[src/shared/alu_defs.svh]
`ifndef ALU_DEFS_SVH
`define ALU_DEFS_SVH

// ----------------------------------------------------------------
// register indices (byte address is four times the index)
// ----------------------------------------------------------------
`define IDX_PTR0        8'h01
`define IDX_FLAGS       8'h04
`define IDX_PTR1        8'h09
`define IDX_WORK        8'h0a
`define IDX_PROD_LO     8'h18
`define IDX_PROD_HI     8'h19
`define IDX_OP_CMD      8'h20
`define IDX_FILE_OPND   8'h21
`define IDX_PTR_STEP    8'h22

// ----------------------------------------------------------------
// flags register fields
// ----------------------------------------------------------------
`define FLG_CARRY       0
`define FLG_SPILL       1
`define FLG_ZERO        2
`define FLG_RANGE       3
`define FLG_P0_LSB      4
`define FLG_P1_LSB      6
`define FLAGS_HI_RST    4'hf
`define FLAGS_LO_MASK   4'hf

// ----------------------------------------------------------------
// command word fields
// ----------------------------------------------------------------
`define CMD_OP_LSB      0
`define CMD_SRC_LSB     4
`define CMD_DST_LSB     6
`define CMD_IMM_LSB     8
`define CMD_BIT_LSB     8
`define CMD_BITSET      11

// ----------------------------------------------------------------
// pointer update modes
// ----------------------------------------------------------------
`define PTR_MODE_DEC    2'h0
`define PTR_MODE_INC    2'h1

`endif

[src/shared/alu_pkg.sv]
package alu_pkg;

    typedef enum logic [3:0] {
        OP_ADD   = 4'h0,
        OP_ADDC  = 4'h1,
        OP_SUB   = 4'h2,
        OP_AND   = 4'h3,
        OP_OR    = 4'h4,
        OP_XOR   = 4'h5,
        OP_MOVE  = 4'h6,
        OP_CLEAR = 4'h7,
        OP_COMP  = 4'h8,
        OP_INC   = 4'h9,
        OP_DEC   = 4'ha,
        OP_RRC   = 4'hb,
        OP_RLC   = 4'hc,
        OP_SWAP  = 4'hd,
        OP_BIT   = 4'he,
        OP_MUL   = 4'hf
    } op_t;

    typedef enum logic [1:0] {
        SRC_WORK = 2'h0,
        SRC_FILE = 2'h1,
        SRC_IMM  = 2'h2
    } src_t;

    typedef enum logic [1:0] {
        DST_WORK  = 2'h0,
        DST_FILE  = 2'h1,
        DST_FLAGS = 2'h2,
        DST_NONE  = 2'h3
    } dst_t;

endpackage

[src/shared/alu_add_if.sv]
`timescale 1ns/1ns
`default_nettype none

interface alu_add_if (
    input wire logic clk,
    input wire logic rst_n
);
    logic [7:0] a;
    logic [7:0] b;
    logic       cin;
    logic [7:0] sum;
    logic       cout;
    logic       half;
    logic       ovf;

    modport requester (input clk, input rst_n, output a, output b,
                       output cin, input sum, input cout, input half,
                       input ovf);
    modport adder     (input clk, input rst_n, input a, input b,
                       input cin, output sum, output cout, output half,
                       output ovf);
endinterface

`default_nettype wire

[src/rtl/alu_adder8.sv]
`timescale 1ns/1ns
`default_nettype none

module alu_adder8 (
    alu_add_if.adder add
);
    logic [4:0] low_sum;
    logic [7:0] seven_sum;
    logic [8:0] full_sum;

    always_comb begin
        low_sum   = {1'b0, add.a[3:0]} + {1'b0, add.b[3:0]}
                  + {4'h0, add.cin};
        seven_sum = {1'b0, add.a[6:0]} + {1'b0, add.b[6:0]}
                  + {7'h00, add.cin};
        full_sum  = {1'b0, add.a} + {1'b0, add.b} + {8'h00, add.cin};
        add.sum   = full_sum[7:0];
        add.half  = low_sum[4];
        add.cout  = full_sum[8];
        // RULE_08: signed range error
        // sign changes wrongly when carries into and out of bit 7 differ
        add.ovf   = seven_sum[7] ^ full_sum[8];
    end
endmodule

`default_nettype wire

[src/rtl/pointer_stepper.sv]
`timescale 1ns/1ns
`default_nettype none
`include "alu_defs.svh"

module pointer_stepper (
    // clock and reset
    input  wire logic       clk,
    input  wire logic       rst_n,
    // control
    input  wire logic       load,
    input  wire logic [7:0] load_value,
    input  wire logic       step,
    input  wire logic [1:0] mode,
    // pointer value
    output logic      [7:0] value
);
    logic [7:0] value_reg;
    logic [7:0] value_next;

    // RULE_14: mode selects step
    always_comb begin
        value_next = value_reg;
        if (load) begin
            value_next = load_value;
        end else if (step) begin
            if (mode == `PTR_MODE_DEC) begin
                value_next = value_reg - 8'h01;
            end else if (mode == `PTR_MODE_INC) begin
                value_next = value_reg + 8'h01;
            end
        end
    end

    // pointer contents are unknown at power-on and kept by any reset
    always_ff @(posedge clk) begin
        value_reg <= value_next;
    end

    assign value = value_reg;
endmodule

`default_nettype wire

[src/rtl/alu_status_flags.sv]
// The APB slave port was decided locally.
`timescale 1ns/1ns
`default_nettype none
`include "alu_defs.svh"

// ----------------------------------------------------------------
// Overview of operation
// RULE_01: ALU performs arithmetic and logic operations with one or two operands.
// RULE_02: single-operand operations read and write working register or file register.
// RULE_03: two-operand operations use working register plus file or 8-bit immediate.
// RULE_04: flag-affecting operation into flags register keeps computed flags, not data.
// RULE_05: clearing flags register gives 0000u1uu.
// RULE_06: software alters flags only by bit, swap or move operations.
// RULE_07: carry and half-carry act as inverted borrow during subtraction.
// RULE_08: signed range error set when result leaves -128..+127.
// RULE_09: flags register holds status flags and both pointer update modes.
// RULE_10: product low/high bytes at 18h/19h hold 16-bit multiply; optional.
// RULE_11: product bytes unknown at power-on, kept through other resets.
// RULE_12: unimplemented bits and registers read as zero.
// RULE_13: flags layout modes 7:6 and 5:4, then 3..0; power-on upper 1111.
// RULE_14: mode 00 decrements pointer, 01 increments, 1x holds.
// RULE_15: half-carry from bit 3, carry from bit 7 on addition.
// RULE_16: rotate through carry loads carry with bit shifted out.
// RULE_17: range error is carry-in xor carry-out of bit 7; zero when all clear.
// RULE_18: subtraction adds two's complement through the shared adder.
// ----------------------------------------------------------------
module alu_status_flags #(
    parameter bit HAS_MULTIPLIER = 1'b1
) (
    // apb slave
    input  wire logic        pclk,
    input  wire logic        presetn,
    input  wire logic        psel,
    input  wire logic        penable,
    input  wire logic        pwrite,
    input  wire logic [11:0] paddr,
    input  wire logic [31:0] pwdata,
    output logic      [31:0] prdata,
    output logic             pready,
    output logic             pslverr,
    // external reset pin or watchdog reset, synchronous
    input  wire logic        warm_reset
);
    // ----------------------------------------------------------------
    // bus decode
    // ----------------------------------------------------------------
    logic             setup;
    logic             wr;
    logic             in_range;
    logic [7:0]       index;
    logic             exec;
    alu_pkg::op_t     op;
    alu_pkg::src_t    src;
    alu_pkg::dst_t    dst;
    logic [7:0]       imm;

    assign setup    = psel & ~penable;
    assign wr       = psel & penable & pwrite;
    assign in_range = (paddr[11:10] == 2'h0);
    assign index    = paddr[9:2];
    assign exec     = wr & in_range & (index == `IDX_OP_CMD);
    assign op       = alu_pkg::op_t'(pwdata[`CMD_OP_LSB +: 4]);
    assign src      = alu_pkg::src_t'(pwdata[`CMD_SRC_LSB +: 2]);
    assign dst      = alu_pkg::dst_t'(pwdata[`CMD_DST_LSB +: 2]);
    assign imm      = pwdata[`CMD_IMM_LSB +: 8];

    function automatic logic reg_write(input logic [7:0] idx);
        return wr && in_range && (index == idx);
    endfunction

    // ----------------------------------------------------------------
    // state
    // ----------------------------------------------------------------
    logic [3:0]  flags_hi_reg;
    logic [3:0]  flags_lo_reg;
    logic [7:0]  flags_reg;
    logic [7:0]  flags_next;
    logic [7:0]  work_reg;
    logic [7:0]  work_next;
    logic [7:0]  file_reg;
    logic [7:0]  file_next;
    logic [15:0] prod_reg;
    logic [15:0] prod_next;
    logic [31:0] prdata_reg;
    logic [31:0] prdata_next;
    logic        pslverr_reg;
    logic        pslverr_next;
    logic [7:0]  ptr0;
    logic [7:0]  ptr1;

    // RULE_09: one register, status plus modes
    assign flags_reg = {flags_hi_reg, flags_lo_reg};

    // ----------------------------------------------------------------
    // operand selection and adder
    // ----------------------------------------------------------------
    logic [7:0] opnd;
    logic [7:0] result;
    logic [3:0] calc;
    logic [3:0] affect;
    logic       store;

    alu_add_if add_bus (.clk(pclk), .rst_n(presetn));

    alu_adder8 u_adder (.add(add_bus.adder));

    // RULE_02: file or working register operand
    // RULE_03: second operand is file or immediate
    always_comb begin
        case (src)
            alu_pkg::SRC_FILE: opnd = file_reg;
            alu_pkg::SRC_IMM:  opnd = imm;
            default:           opnd = work_reg;
        endcase
    end

    // RULE_18: subtract as add of complement
    always_comb begin
        add_bus.a   = opnd;
        add_bus.b   = work_reg;
        add_bus.cin = 1'b0;
        case (op)
            alu_pkg::OP_ADDC: add_bus.cin = flags_reg[`FLG_CARRY];
            alu_pkg::OP_SUB: begin
                add_bus.b   = ~work_reg;
                add_bus.cin = 1'b1;
            end
            alu_pkg::OP_INC: begin
                add_bus.b   = 8'h00;
                add_bus.cin = 1'b1;
            end
            alu_pkg::OP_DEC: add_bus.b = 8'hff;
            default: ;
        endcase
    end

    // ----------------------------------------------------------------
    // result and flag computation
    // ----------------------------------------------------------------
    // RULE_01: arithmetic and logic operations
    always_comb begin
        result = opnd;
        affect = 4'h0;
        store  = 1'b1;
        case (op)
            alu_pkg::OP_ADD, alu_pkg::OP_ADDC, alu_pkg::OP_SUB,
            alu_pkg::OP_INC, alu_pkg::OP_DEC: begin
                result = add_bus.sum;
                affect = 4'hf;
            end
            alu_pkg::OP_AND: begin
                result = work_reg & opnd;
                affect = 4'h4;
            end
            alu_pkg::OP_OR: begin
                result = work_reg | opnd;
                affect = 4'h4;
            end
            alu_pkg::OP_XOR: begin
                result = work_reg ^ opnd;
                affect = 4'h4;
            end
            alu_pkg::OP_CLEAR: begin
                result = 8'h00;
                affect = 4'h4;
            end
            alu_pkg::OP_COMP: begin
                result = ~opnd;
                affect = 4'h4;
            end
            alu_pkg::OP_RRC: begin
                result = {flags_reg[`FLG_CARRY], opnd[7:1]};
                affect = 4'h1;
            end
            alu_pkg::OP_RLC: begin
                result = {opnd[6:0], flags_reg[`FLG_CARRY]};
                affect = 4'h1;
            end
            alu_pkg::OP_SWAP: result = {opnd[3:0], opnd[7:4]};
            alu_pkg::OP_BIT:
                result[pwdata[`CMD_BIT_LSB +: 3]] = pwdata[`CMD_BITSET];
            alu_pkg::OP_MUL: store = 1'b0;
            default: ;
        endcase
    end

    // RULE_07: borrow is the inverted adder carry
    // RULE_15: half-carry and carry from adder
    // RULE_16: carry takes the bit rotated out
    // RULE_17: zero and range error
    always_comb begin
        calc              = {add_bus.ovf, 1'b0, add_bus.half, add_bus.cout};
        calc[`FLG_ZERO]   = (result == 8'h00);
        if (op == alu_pkg::OP_RRC) begin
            calc[`FLG_CARRY] = opnd[0];
        end else if (op == alu_pkg::OP_RLC) begin
            calc[`FLG_CARRY] = opnd[7];
        end
    end

    // ----------------------------------------------------------------
    // register next values
    // ----------------------------------------------------------------
    always_comb begin
        flags_next = flags_reg;
        work_next  = work_reg;
        file_next  = file_reg;
        prod_next  = prod_reg;
        if (reg_write(`IDX_FLAGS)) begin
            flags_next = pwdata[7:0];
        end
        if (reg_write(`IDX_WORK)) begin
            work_next = pwdata[7:0];
        end
        if (reg_write(`IDX_FILE_OPND)) begin
            file_next = pwdata[7:0];
        end
        if (HAS_MULTIPLIER && reg_write(`IDX_PROD_LO)) begin
            prod_next[7:0] = pwdata[7:0];
        end
        if (HAS_MULTIPLIER && reg_write(`IDX_PROD_HI)) begin
            prod_next[15:8] = pwdata[7:0];
        end
        if (exec) begin
            flags_next[3:0] = (flags_reg[3:0] & ~affect) | (calc & affect);
            if (store && dst == alu_pkg::DST_WORK) begin
                work_next = result;
            end
            if (store && dst == alu_pkg::DST_FILE) begin
                file_next = result;
            end
            // RULE_04: status bits ignore the data write
            // RULE_05: clear keeps range error unchanged
            if (store && dst == alu_pkg::DST_FLAGS) begin
                flags_next[7:4] = result[7:4];
                if (affect == 4'h0) begin
                    flags_next[3:0] = result[3:0];
                end
            end
            // RULE_10: 8 x 8 product into both bytes
            if (HAS_MULTIPLIER && op == alu_pkg::OP_MUL) begin
                prod_next = {8'h00, work_reg} * {8'h00, opnd};
            end
        end
        // RULE_13: warm reset restores the mode nibble only
        if (warm_reset) begin
            flags_next[7:4] = `FLAGS_HI_RST;
        end
    end

    // RULE_13: power-on sets the mode nibble
    always_ff @(posedge pclk or negedge presetn) begin
        if (!presetn) begin
            flags_hi_reg <= `FLAGS_HI_RST;
        end else begin
            flags_hi_reg <= flags_next[7:4];
        end
    end

    // RULE_11: no reset, unknown at power-on
    // status, working, file and product values are data, not control
    always_ff @(posedge pclk) begin
        flags_lo_reg <= flags_next[3:0];
        work_reg     <= work_next;
        file_reg     <= file_next;
        prod_reg     <= prod_next;
    end

    // ----------------------------------------------------------------
    // indirect pointers
    // ----------------------------------------------------------------
    logic step_write;

    assign step_write = reg_write(`IDX_PTR_STEP);

    pointer_stepper u_ptr0 (
        .clk        (pclk),
        .rst_n      (presetn),
        .load       (reg_write(`IDX_PTR0)),
        .load_value (pwdata[7:0]),
        .step       (step_write & pwdata[0]),
        .mode       (flags_reg[`FLG_P0_LSB +: 2]),
        .value      (ptr0)
    );

    pointer_stepper u_ptr1 (
        .clk        (pclk),
        .rst_n      (presetn),
        .load       (reg_write(`IDX_PTR1)),
        .load_value (pwdata[7:0]),
        .step       (step_write & pwdata[1]),
        .mode       (flags_reg[`FLG_P1_LSB +: 2]),
        .value      (ptr1)
    );

    // ----------------------------------------------------------------
    // read path, captured in the setup cycle
    // ----------------------------------------------------------------
    // RULE_12: upper bits and write-only registers read zero
    always_comb begin
        prdata_next  = prdata_reg;
        pslverr_next = pslverr_reg;
        if (setup) begin
            prdata_next  = 32'h0000_0000;
            pslverr_next = ~in_range;
            if (in_range) begin
                case (index)
                    `IDX_PTR0:      prdata_next[7:0] = ptr0;
                    `IDX_FLAGS:     prdata_next[7:0] = flags_reg;
                    `IDX_PTR1:      prdata_next[7:0] = ptr1;
                    `IDX_WORK:      prdata_next[7:0] = work_reg;
                    `IDX_PROD_LO:
                        prdata_next[7:0] = HAS_MULTIPLIER ? prod_reg[7:0]
                                                          : 8'h00;
                    `IDX_PROD_HI:
                        prdata_next[7:0] = HAS_MULTIPLIER ? prod_reg[15:8]
                                                          : 8'h00;
                    `IDX_FILE_OPND: prdata_next[7:0] = file_reg;
                    `IDX_OP_CMD, `IDX_PTR_STEP: ;
                    default:        pslverr_next = 1'b1;
                endcase
            end
        end
    end

    always_ff @(posedge pclk or negedge presetn) begin
        if (!presetn) begin
            prdata_reg  <= 32'h0000_0000;
            pslverr_reg <= 1'b0;
        end else begin
            prdata_reg  <= prdata_next;
            pslverr_reg <= pslverr_next;
        end
    end

    // zero wait states: every access completes in its first access cycle
    assign pready  = 1'b1;
    assign prdata  = prdata_reg;
    assign pslverr = pslverr_reg & psel & penable;

    logic       plain_exec;
    logic [8:0] signed_sum;

    assign plain_exec = exec && !warm_reset && dst != alu_pkg::DST_FLAGS;
    assign signed_sum = {opnd[7], opnd} + {work_reg[7], work_reg};
endmodule

`default_nettype wire

[config.mk]
export PLATFORM = sky130hd
export DESIGN_NAME = alu_status_flags
export DESIGN_NICKNAME = d
export VERILOG_FILES = /design/src/shared/alu_pkg.sv /design/src/shared/alu_add_if.sv /design/src/rtl/alu_adder8.sv /design/src/rtl/pointer_stepper.sv /design/src/rtl/alu_status_flags.sv
export VERILOG_INCLUDE_DIRS = /design/src /design/src/shared
export SDC_FILE = /design/constraint.sdc
export NUM_CORES = 1
export LEC_CHECK = 0
export ABC_AREA = 1
export BUFFER_PORTS_ARGS = -buffer_cell sky130_fd_sc_hd__buf_4
export CORE_MARGIN = 10
export CORE_UTILIZATION = 30
export CTS_BUF_LIST = sky130_fd_sc_hd__clkbuf_4 sky130_fd_sc_hd__clkbuf_8
export DETAILED_ROUTE_END_ITERATION = 12
export GPL_ROUTABILITY_DRIVEN = 0
export PLACE_DENSITY = 0.55
export SLEW_MARGIN = 20
export SYNTH_ARGS = -nofsm -noshare
export SYNTH_HDL_FRONTEND = slang
export SYNTH_SLANG_ARGS = --single-unit
[constraint.sdc]
create_clock -name pclk -period 10.1 [get_ports pclk]
set_clock_uncertainty 0.05 [all_clocks]
set_input_delay 1.01 -clock pclk [delete_from_list [all_inputs] [get_ports pclk]]
set_output_delay 1.01 -clock pclk [all_outputs]
set_load 0.02 [all_outputs]
==> results.txt, run 1 <==
----------------------------------------------------
[Clock tree]
  Maximum level of the CTS H-tree ... 3
  Number of setup buffers added after CTS ... 0
  CTS buffer count ... 9
  Clock transition at path regs ... 0.08 ns
  Largest buffer count on any clock path ... 2
  Clock network latency to the later pin of the worst-skew pair ... 0.37 ns
  Library cell used as clock root buffer ... clkbuf_8
  Clock tree sinks ... 65
  Cts repair resizes ... 0
  TritonCTS clock tree ... done
  Hold buffer count at cts ... 0

[Finish]
  Max FFs per register ... 16
  Core utilization of the finished layout ... 32.6%
  Area delta synth->final ... 7.76%
  Total area of sequential cells ... 1570 um2
  Number of filler cells placed in the layout ... 2,901
  Final net count ... 1,372
  Commonest cells after routing, fill and taps aside ... nand2_1, inv_1, nor2_1
  Multi-input logic area ... 5530 um2
  Share of cells above drive strength 1 ... 9.23%
  Final antenna diode count ... 0
  Commonest non-fill, non-tap cell in the layout ... nand2_1

[Global route]
  Number of global-route vias before repair ... 7,743
  Pin count of the biggest net entering global routing ... 23
  Final global-route overflow total ... 0
  Wire length of the first global-routing pass ... 42,700 um
  Gr usage total ... 16.0%
  Antenna violations before repair ... 0

[STA]
  Aggregate negative setup slack ... 0 ns
  Final number of setup-violating endpoints ... 0
  Max frequency ... 0.150 GHz
  Final worst path period share ... 66.1%
  Count of final max-slew check failures ... 0
  Unrepaired setup endpoints after global routing ... false
  Final critical delay including setup and external delays ... 6.67 ns
  Final hold vios ... 0
  Slew of the pin with the lowest slew margin ... 0.903 ns
  Normalized max-slew margin ... 39.6%

[Worst setup path]
  Crit end category ... flop
  Cell class contributing the biggest share of worst-path delay ... adder cells
  Type of the worst setup path ... in -> reg
  Worst path required time ... 10.28 ns
  Maximum fanout count along the critical path ... 11
  Chain of cells forming the critical path ... buf_4 -> inv_1 -> ha_1 -> inv_4 -> nand3_1 -> nand2_1 -> inv_1 -> ha_1 -> fa_1 -> fa_1 -> fa_1 -> inv_1 -> fa_1 -> inv_1 -> ha_1 -> a21oi_1 -> o21ai_0 -> a31oi_1 -> o21bai_1 -> o21ai_0 -> o21ai_0
  Cell type of the slowest stage on the worst timing path ... fa_1
  Longest individual stage delay on the worst path ... 0.56 ns
  Data arrival, critical path ... 6.86 ns
  Combined buffer and inverter count along the critical path ... 6
  Worst Setup Start Kind ... input port

[Floorplanning]
  Row count ... 60
  Starting density of the core ... 30.3%
  Top-Level Pins ... 84
  Die Area ... 33,900 um2
  Std-Cell Core Area ... 26,700 um2
  Height of the die ... 184 um
  Overall die width ... 184 um

[Power and ir drop]
  Worst supply voltage drop on vdd ... 47.9 uV
  Power spent charging and discharging nets ... 322 uW
  Flop pwr share ... 34.4%
  Clock share of power ... 28.0%
  Pwr/cell area ... 89.9 nW/um2
  Static leakage ... 0.00427 uW
  Combinational cell fraction of total power ... 37.6%
  Switching share of total power ... 41.0%
  P_int ... 462 uW

[Synth]
  Post-synthesis share of cell area spent on xor and xnor gates ... 1.08%
  Ys flop type ... dfxtp_1
  Combinational family with the most area after synthesis ... simple AND/OR/NAND/NOR gates
  Gate Count Post-Synth ... 1,190
  Synthesis warning total ... 0
  Count of distinct cell types in the synthesized netlist ... 52
  Total of flip-flops plus latches after synthesis ... 65
  Share of synthesized registers carrying an async set or reset ... 20.0%
  Compound-Gate Fraction of Synth Area ... 15.3%
  Fraction of the yosys area taken by sequential cells ... 19.4%
  Basic-gate share of the synthesized area counting and, or, nand and nor cells ... 29.7%
  Multiplexer share of the synthesized area ... 0%
  Area of the mapped netlist ... 8090 um2
  Number of synthesized flops with an enable pin ... 20
  Adder-Cell Fraction of Synth Area ... 21.2%
  Post-synthesis area per instance ... 6.80 um2

[Routing]
  Initial DRC count ... 777
  Total wire length after detailed routing ... 27,100 um
  Routed via count ... 7,891
  Vias per Instance ... 5.07
  Antenna Nets Post-Route ... 0
  Remaining DRCs ... 0
  Average detailed-routed wire length per instance ... 17.4 um
  First-pass iteration count of the detailed router ... 6

[Placement]
  Port-buffer cells ... 40
  DP Wirelength ... 21,300 um

[Flow run]
  Max-cap violations ... 0

[Run status]
  Result of the run ... completed

[Worst hold path]
  Worst Hold Class ... in -> async

----------------------------------------------------
## cell families (layout without fill, tap and decap cells)
logic type | after synthesis | in the layout
and+or+nand+nor | 541 | 541
buffers and inverters | 237 | 238
AOI/OAI and AO/OA | 222 | 222
adders and majority gates | 113 | 113
DFF | 65 | 65
xor gates and xnor gates | 10 | 10
other | 2 | 25
## area by class of cell
type	count	area share, %
Sequential cell	65	18.0
Tap cell	341	4.89
Clock inverter	5	0.431
Inverter	180	7.81
Multi-Input combinational cell	911	63.5
Clock buffer	11	1.74
Timing Repair Buffer	42	3.62
## metrics by stage
stage	instance area (um2)	setup WS [ns]	std cells	hold slack [ns]	total power, uW
final	8720	3.43	1555	0.447	784
after global placement	8530	3.19	1539	0.424	566
after floorplan	8180	4.44	1213	0.408	488
after CTS	8720	3.56	1555	0.442	786
after global routing	8720	3.09	1555	0.443	839
after detailed placement	8530	3.19	1539	0.433	567
## path summary, 6_finish.rpt
path,from,slack [ns],cells after the start,end
max,pwdata[4],3.43,21,prod_reg[13]
min,presetn,0.45,1,pslverr_reg
max reg2reg,work_reg[4],4.03,18,prod_reg[13]
min reg2reg,prdata[1],0.45,2,prdata[1]
max in group asynchronous,presetn,9.30,1,flags_hi_reg[0]
min in group pclk,prdata[1],0.45,2,prdata[1]
## power by group through the flow
| stage | Combinational, uW | Clock, uW | Sequential, uW |
|---|---|---|---|
| final | 294 | 220 | 270 |
| after global routing | 335 | 235 | 270 |
| after CTS | 294 | 223 | 270 |
| after detailed placement | 292 | 0 | 275 |
| after global placement | 291 | 0 | 275 |
| after floorplan | 213 | 0 | 275 |
## metal layers
metal	GRT usage [%]	part of all wire [%]	routed length, um	vias to the layer above
met5	0	0	0	-
li1	-	-	-	3868
met4	5.21	2.5	685	0
met3	1.69	7.1	1930	41
met2	26.9	47	12700	297
met1	21.0	43	11700	3685
## synth_stat cells (5+ instances only)
cell / number / area share (%)
nand2_1: 275 / 13
inv_1: 162 / 7.5
nor2_1: 116 / 5.4
o21ai_0: 109 / 6.7
nand3_1: 86 / 5.3
ha_1: 73 / 11
a21oi_1: 62 / 3.8
fa_1: 40 / 9.9
buf_4: 32 / 3.0
dfxtp_1: 32 / 7.9
edfxtp_1: 20 / 7.4
nor3_1: 13 / 0.80
buf_2: 12 / 0.74
inv_2: 12 / 0.56
o211ai_1: 11 / 1.0
nand4_1: 10 / 0.77
a211oi_1: 9 / 0.84
dfrtp_1: 9 / 2.8
nor2_2: 8 / 0.62
o21ai_1: 8 / 0.49
a32o_1: 7 / 0.87
clkbuf_1: 6 / 0.28
xnor2_1: 6 / 0.65
buf_6: 5 / 0.70
Power figures use the tool's default switching activity.
==> run 2, diff against run 1 <==
==> constraint.sdc (replaced) <==
create_clock -name pclk -period 6.2 [get_ports pclk]
set_clock_uncertainty 0.05 [all_clocks]
set_input_delay 0.62 -clock pclk [delete_from_list [all_inputs] [get_ports pclk]]
set_output_delay 0.62 -clock pclk [all_outputs]
set_load 0.02 [all_outputs]
==> results.txt, run 2 (synthesized netlist as in run 1, its figures left out) <==
----------------------------------------------------
[Run status]
  Result of the run ... completed

[Global route]
  Number of global-route vias before repair ... 7,562 (-2.3%)
  Wire length of the first global-routing pass ... 41,800 um (-2.1%)
  Final global-route overflow total ... 0 (unchanged)
  Gr usage total ... 15.7% (-0.33 points)
  Pin count of the biggest net entering global routing ... 23 (unchanged)
  Antenna violations before repair ... 0 (unchanged)

[Finish]
  Share of cells above drive strength 1 ... 10.7% (+1.5 points)
  Final antenna diode count ... 0 (unchanged)
  Number of filler cells placed in the layout ... 2,927 (+0.90%)
  Commonest non-fill, non-tap cell in the layout ... nand2_1
  Max FFs per register ... 16 (unchanged)
  Non-filler instance count after layout ... 1,575 (+1.3%)
  Final net count ... 1,393 (+1.5%)
  Commonest cells after routing, fill and taps aside ... nand2_1, inv_1, nor2_1
  Area delta synth->final ... 9.47%

[Routing]
  Remaining DRCs ... 0 (unchanged)
  Vias per Instance ... 5.01 (-1.2%)
  Antenna Nets Post-Route ... 0 (unchanged)
  First-pass iteration count of the detailed router ... 5 (-1)
  Average detailed-routed wire length per instance ... 17.1 um (-1.7%)
  Initial DRC count ... 693 (-11%)
  Routed via count ... 7,894 (+0.038%)
  Total wire length after detailed routing ... 27,000 um (-0.41%)

[Worst setup path]
  Crit end category ... flop
  Maximum fanout count along the critical path ... 9 (-2)
  Worst R2R Path Depth ... 20 (+2)
  Worst r2r dst ... prod_reg[12]
  CP endpoint ... prod_reg[12]
  Data arrival, critical path ... 5.82 ns (-1.04 ns)
  Type of the worst setup path ... in -> reg
  Worst Setup Start Kind ... input port
  Beginning of the critical path ... pwdata[4]
  Minimum setup slack among reg-to-reg paths ... 0.86 ns (-3.17 ns)
  Startpoint of the lowest-slack register-to-register path ... work_reg[2]
  Worst path required time ... 6.36 ns (-3.92 ns)

[Placement]
  Port-buffer cells ... 40 (unchanged)
  Number of placed instances, taps included ... 1,560 (+1.4%)
  DP Wirelength ... 21,700 um (+2.2%)

[Clock tree]
  Hold buffer count at cts ... 0 (unchanged)
  Maximum level of the CTS H-tree ... 3 (unchanged)
  CTS buffer count ... 9 (unchanged)
  Cts repair resizes ... 0 (unchanged)
  Number of setup buffers added after CTS ... 0 (unchanged)
  Clock tree sinks ... 65 (unchanged)
  Largest buffer count on any clock path ... 2 (unchanged)
  Library cell used as clock root buffer ... clkbuf_8
  Clock network latency to the later pin of the worst-skew pair ... 0.36 ns (about the same)
  TritonCTS clock tree ... done
  Clock transition at path regs ... 0.07 ns (about the same)

[Floorplanning]
  Height of the die ... 184 um (unchanged)
  Starting density of the core ... 30.3% (unchanged)
  Row count ... 60 (unchanged)
  Overall die width ... 184 um (unchanged)
  Std-Cell Core Area ... 26,700 um2 (unchanged)
  Top-Level Pins ... 84 (unchanged)
  Die Area ... 33,900 um2 (unchanged)

[Power and ir drop]
  Static leakage ... 0.00436 uW (+2.2%)
  Worst supply voltage drop on vdd ... 69.0 uV (+44%)
  Pwr/cell area ... 143 nW/um2 (+59%)

[Flow run]
  Max-cap violations ... 0 (unchanged)

[STA]
  Final worst path period share ... 91.3%
  Final hold vios ... 0 (unchanged)
  Max frequency ... 0.177 GHz
  Count of final max-slew check failures ... 0 (unchanged)
  Aggregate negative setup slack ... 0 ns (unchanged)
  Slew of the pin with the lowest slew margin ... 0.862 ns (-0.0405 ns)
  Final critical delay including setup and external delays ... 5.66 ns
  Final number of setup-violating endpoints ... 0 (unchanged)
  Normalized max-slew margin ... 42.3% (+2.7 points)
  Unrepaired setup endpoints after global routing ... false

[Worst hold path]
  Worst Hold Class ... in -> async

----------------------------------------------------
[run 2: changes by cell type in the layout (fill, tap and decap cells not counted), sizes merged]
cell    change
clkinv      -1
buf        +21
clkbuf      +1
inv         -1
[run 2: worst max-delay path: stages]
cell	delay, ns
buf_4	0.15
inv_1	0.11
ha_1	0.51
inv_4	0.09
nand3_1	0.12
nand2_1	0.11
inv_1	0.17
nand2_1	0.11
fa_1	0.52
fa_1	0.55
inv_1	0.06
fa_1	0.54
inv_1	0.06
fa_1	0.53
inv_1	0.04
ha_1	0.33
a21oi_1	0.19
o21ai_0	0.13
a21oi_1	0.18
o21bai_1	0.10
o21ai_0	0.42
o21ai_0	0.16
[run 2: worst min path at each step]
stage	start	endpoint	slack, ns	depth (start not counted)
after global placement	prdata[7]	prdata[7]	0.42	2
final	presetn	pslverr_reg	0.06	1
after detailed placement	prdata[3]	prdata[3]	0.43	2
after CTS	presetn	pslverr_reg	0.06	1
after global routing	presetn	prdata[7]	0.06	1
after floorplan	presetn	prdata[0]	0.27	0
[run 2: where the power goes]
group | leakage [uW] | internal (uW) | switching [uW]
clock | 0.0000934 | 162 | 165
sequential | 0.000590 | 438 | 1.41
combinational | 0.00368 | 160 | 336
[run 2: layout make-up]
type	instances	area [um2]	share of cell area, %
multi-input cells	911	5530	62.5
flip-flops and latches	65	1570	17.7
inverters	180	681	7.69
repair buffers	63	473	5.34
well taps	341	427	4.82
clock buffers	12	153	1.72
clock inverters	3	16.3	0.184
[run 2: per-stage QoR]
step / hold WS [ns] / total power (uW) / cell area (um2) / setup WS (ns) / util, %
5_1_grt: 0.0568 / 1350 / 8850 / 0.189 / 33.1
3_3_place_gp: 0.424 / 936 / 8690 / 0.239 / 32.5
4_1_cts: 0.0581 / 1270 / 8850 / 0.579 / 33.1
6_report: 0.0641 / 1260 / 8850 / 0.541 / 33.1
2_1_floorplan: 0.274 / 794 / 8180 / 0.932 / -
3_5_place_dp: 0.434 / 941 / 8690 / 0.223 / 32.5
[run 2: metal layers]
layer,vias up,track usage (%),share of wire [%],wire length (um)
met5,-,0,0,0
met1,3697,20.5,44,12000
met2,238,25.9,47,12600
met3,49,2.28,6.1,1650
li1,3910,-,-,-
met4,0,5.15,2.5,681
==> run 3, diff against run 2 <==
--- a/config.mk
+++ b/config.mk
@@ -9,11 +9,11 @@
 export ABC_AREA = 1
 export BUFFER_PORTS_ARGS = -buffer_cell sky130_fd_sc_hd__buf_4
 export CORE_MARGIN = 10
-export CORE_UTILIZATION = 30
+export CORE_UTILIZATION = 50
 export CTS_BUF_LIST = sky130_fd_sc_hd__clkbuf_4 sky130_fd_sc_hd__clkbuf_8
 export DETAILED_ROUTE_END_ITERATION = 12
 export GPL_ROUTABILITY_DRIVEN = 0
-export PLACE_DENSITY = 0.55
+export PLACE_DENSITY = 0.78
 export SLEW_MARGIN = 20
 export SYNTH_ARGS = -nofsm -noshare
 export SYNTH_HDL_FRONTEND = slang
==> results.txt, run 3 (synthesized netlist as in run 1, its figures left out) <==
----------------------------------------------------
[Clock tree]
  Hold buffer count at cts ... 0 (unchanged)
  Cts repair resizes ... 0 (unchanged)
  Largest buffer count on any clock path ... 2 (unchanged)
  Maximum level of the CTS H-tree ... 3 (unchanged)
  Clock transition at path regs ... 0.07 ns (about the same)
  Library cell used as clock root buffer ... clkbuf_8
  CTS buffer count ... 9 (unchanged)
  TritonCTS clock tree ... done
  Clock network latency to the later pin of the worst-skew pair ... 0.36 ns (about the same)
  Number of setup buffers added after CTS ... 0 (unchanged)
  Clock tree sinks ... 65 (unchanged)

[STA]
  Slew of the pin with the lowest slew margin ... 0.892 ns (+0.0299 ns)
  Final number of setup-violating endpoints ... 0 (unchanged)
  Fin worst setup slack ... 0.504 ns (-0.0372 ns)
  Final hold vios ... 0 (unchanged)
  Max frequency ... 0.176 GHz (-0.65%)
  Aggregate negative setup slack ... 0 ns (unchanged)
  Final critical delay including setup and external delays ... 5.70 ns (+0.0372 ns)
  Final worst path period share ... 91.9% (+0.60 points)
  Count of final max-slew check failures ... 0 (unchanged)
  Normalized max-slew margin ... 40.3% (-2.0 points)
  Unrepaired setup endpoints after global routing ... false

[Worst setup path]
  Worst path required time ... 6.38 ns (+0.02 ns)
  Maximum fanout count along the critical path ... 9 (unchanged)
  Minimum setup slack among reg-to-reg paths ... 0.76 ns (-0.10 ns)
  Crit end category ... flop
  Worst R2R Path Depth ... 18 (-10%)
  Worst Setup Start Kind ... input port
  Startpoint of the lowest-slack register-to-register path ... work_reg[4]
  Beginning of the critical path ... pwdata[4]
  Type of the worst setup path ... in -> reg
  Data arrival, critical path ... 5.88 ns (+0.06 ns)

[Routing]
  Routed via count ... 8,166 (+3.4%)
  Average detailed-routed wire length per instance ... 17.1 um (about the same)
  First-pass iteration count of the detailed router ... 5 (unchanged)
  Vias per Instance ... 5.64 (+13%)
  Remaining DRCs ... 0 (unchanged)
  Initial DRC count ... 944 (+36%)
  Total wire length after detailed routing ... 24,800 um (-8.2%)
  Antenna Nets Post-Route ... 0 (unchanged)

[Floorplanning]
  Height of the die ... 147 um (-20%)
  Std-Cell Core Area ... 15,900 um2 (-41%)
  Starting density of the core ... 50.9% (+21 points)
  Row count ... 46 (-23%)
  Overall die width ... 147 um (-20%)
  Die Area ... 21,700 um2 (-36%)
  Top-Level Pins ... 84 (unchanged)

[Placement]
  Placement Setup Slack ... 0.255 ns (+0.0318 ns)
  Port-buffer cells ... 40 (unchanged)
  DP Wirelength ... 19,700 um (-9.2%)

[Finish]
  Core utilization of the finished layout ... 54.6% (+21 points)
  Max FFs per register ... 16 (unchanged)
  Final net count ... 1,389 (-0.29%)
  Share of cells above drive strength 1 ... 10.5% (-0.22 points)
  Final antenna diode count ... 0 (unchanged)
  Number of filler cells placed in the layout ... 1,575 (-46%)
  Area delta synth->final ... 7.27%
  Commonest non-fill, non-tap cell in the layout ... nand2_1
  Commonest cells after routing, fill and taps aside ... nand2_1, inv_1, nor2_1

[Power and ir drop]
  Pwr/cell area ... 145 nW/um2 (+2.0%)
  Static leakage ... 0.00434 uW (-0.44%)
  Total power after layout ... 1260 uW (about the same)
  Worst supply voltage drop on vdd ... 137 uV (+99%)

[Worst hold path]
  Worst Hold Class ... in -> async

[Global route]
  Final global-route overflow total ... 0 (unchanged)
  Gr usage total ... 22.6% (+6.9 points)
  Number of global-route vias before repair ... 7,669 (+1.4%)
  Wire length of the first global-routing pass ... 39,700 um (-5.0%)
  Pin count of the biggest net entering global routing ... 23 (unchanged)
  Antenna violations before repair ... 0 (unchanged)

[Run status]
  Result of the run ... completed

[Flow run]
  Max-cap violations ... 0 (unchanged)

----------------------------------------------------
[run 3: through the flow]
stage / hold slack, ns / cell area [um2] / std cells
floorplan: 0.274 / 8180 / 1213
global placement: 0.428 / 8500 / 1431
detailed placement: 0.430 / 8500 / 1431
CTS: 0.0440 / 8680 / 1447
global route: 0.0418 / 8680 / 1447
finish: 0.0466 / 8680 / 1447
[run 3: worst paths after layout]
check                                        to
worst min register to register        prdata[0]
worst max register to register     prod_reg[13]
max in group asynchronous       flags_hi_reg[3]
worst max-delay path               prod_reg[13]
worst min-delay path                pslverr_reg
min in group pclk                     prdata[0]
[run 3: critical path, cell delays in order]
cell and delay, ns:
buf_4 0.12, inv_1 0.16, ha_1 0.38, inv_4 0.14, nand3_1 0.15, nand2_1 0.15
inv_1 0.12, ha_1 0.24, fa_1 0.57, fa_1 0.45, fa_1 0.54, inv_1 0.06
fa_1 0.54, inv_1 0.05, ha_1 0.35, a21oi_1 0.28, o21ai_0 0.15, a31oi_1 0.26
o21bai_1 0.12, o21ai_0 0.28, o21ai_0 0.13
[run 3: layout make-up]
type	instances	area (um2)	area share, %
Multi-Input combinational cell	911	5530	63.8
Sequential cell	65	1570	18.1
Inverter	180	681	7.84
Timing Repair Buffer	59	443	5.10
Tap cell	216	270	3.11
Clock buffer	13	160	1.85
Clock inverter	3	17.5	0.202
[run 3: power breakdown]
part | leakage (uW) | switching (uW) | internal, uW
logic | 0.00366 | 332 | 160
clock network | 0.0000937 | 162 | 168
registers | 0.000590 | 1.48 | 438
[run 3: layer usage]
layer	part of all wire (%)	vias up	wire, um	GRT usage (%)
met5	0	-	0	0
li1	-	3908	-	-
met1	39	3745	9670	28.3
met2	47	438	11700	37.6
met3	10	75	2480	4.39
met4	3.6	0	903	8.13
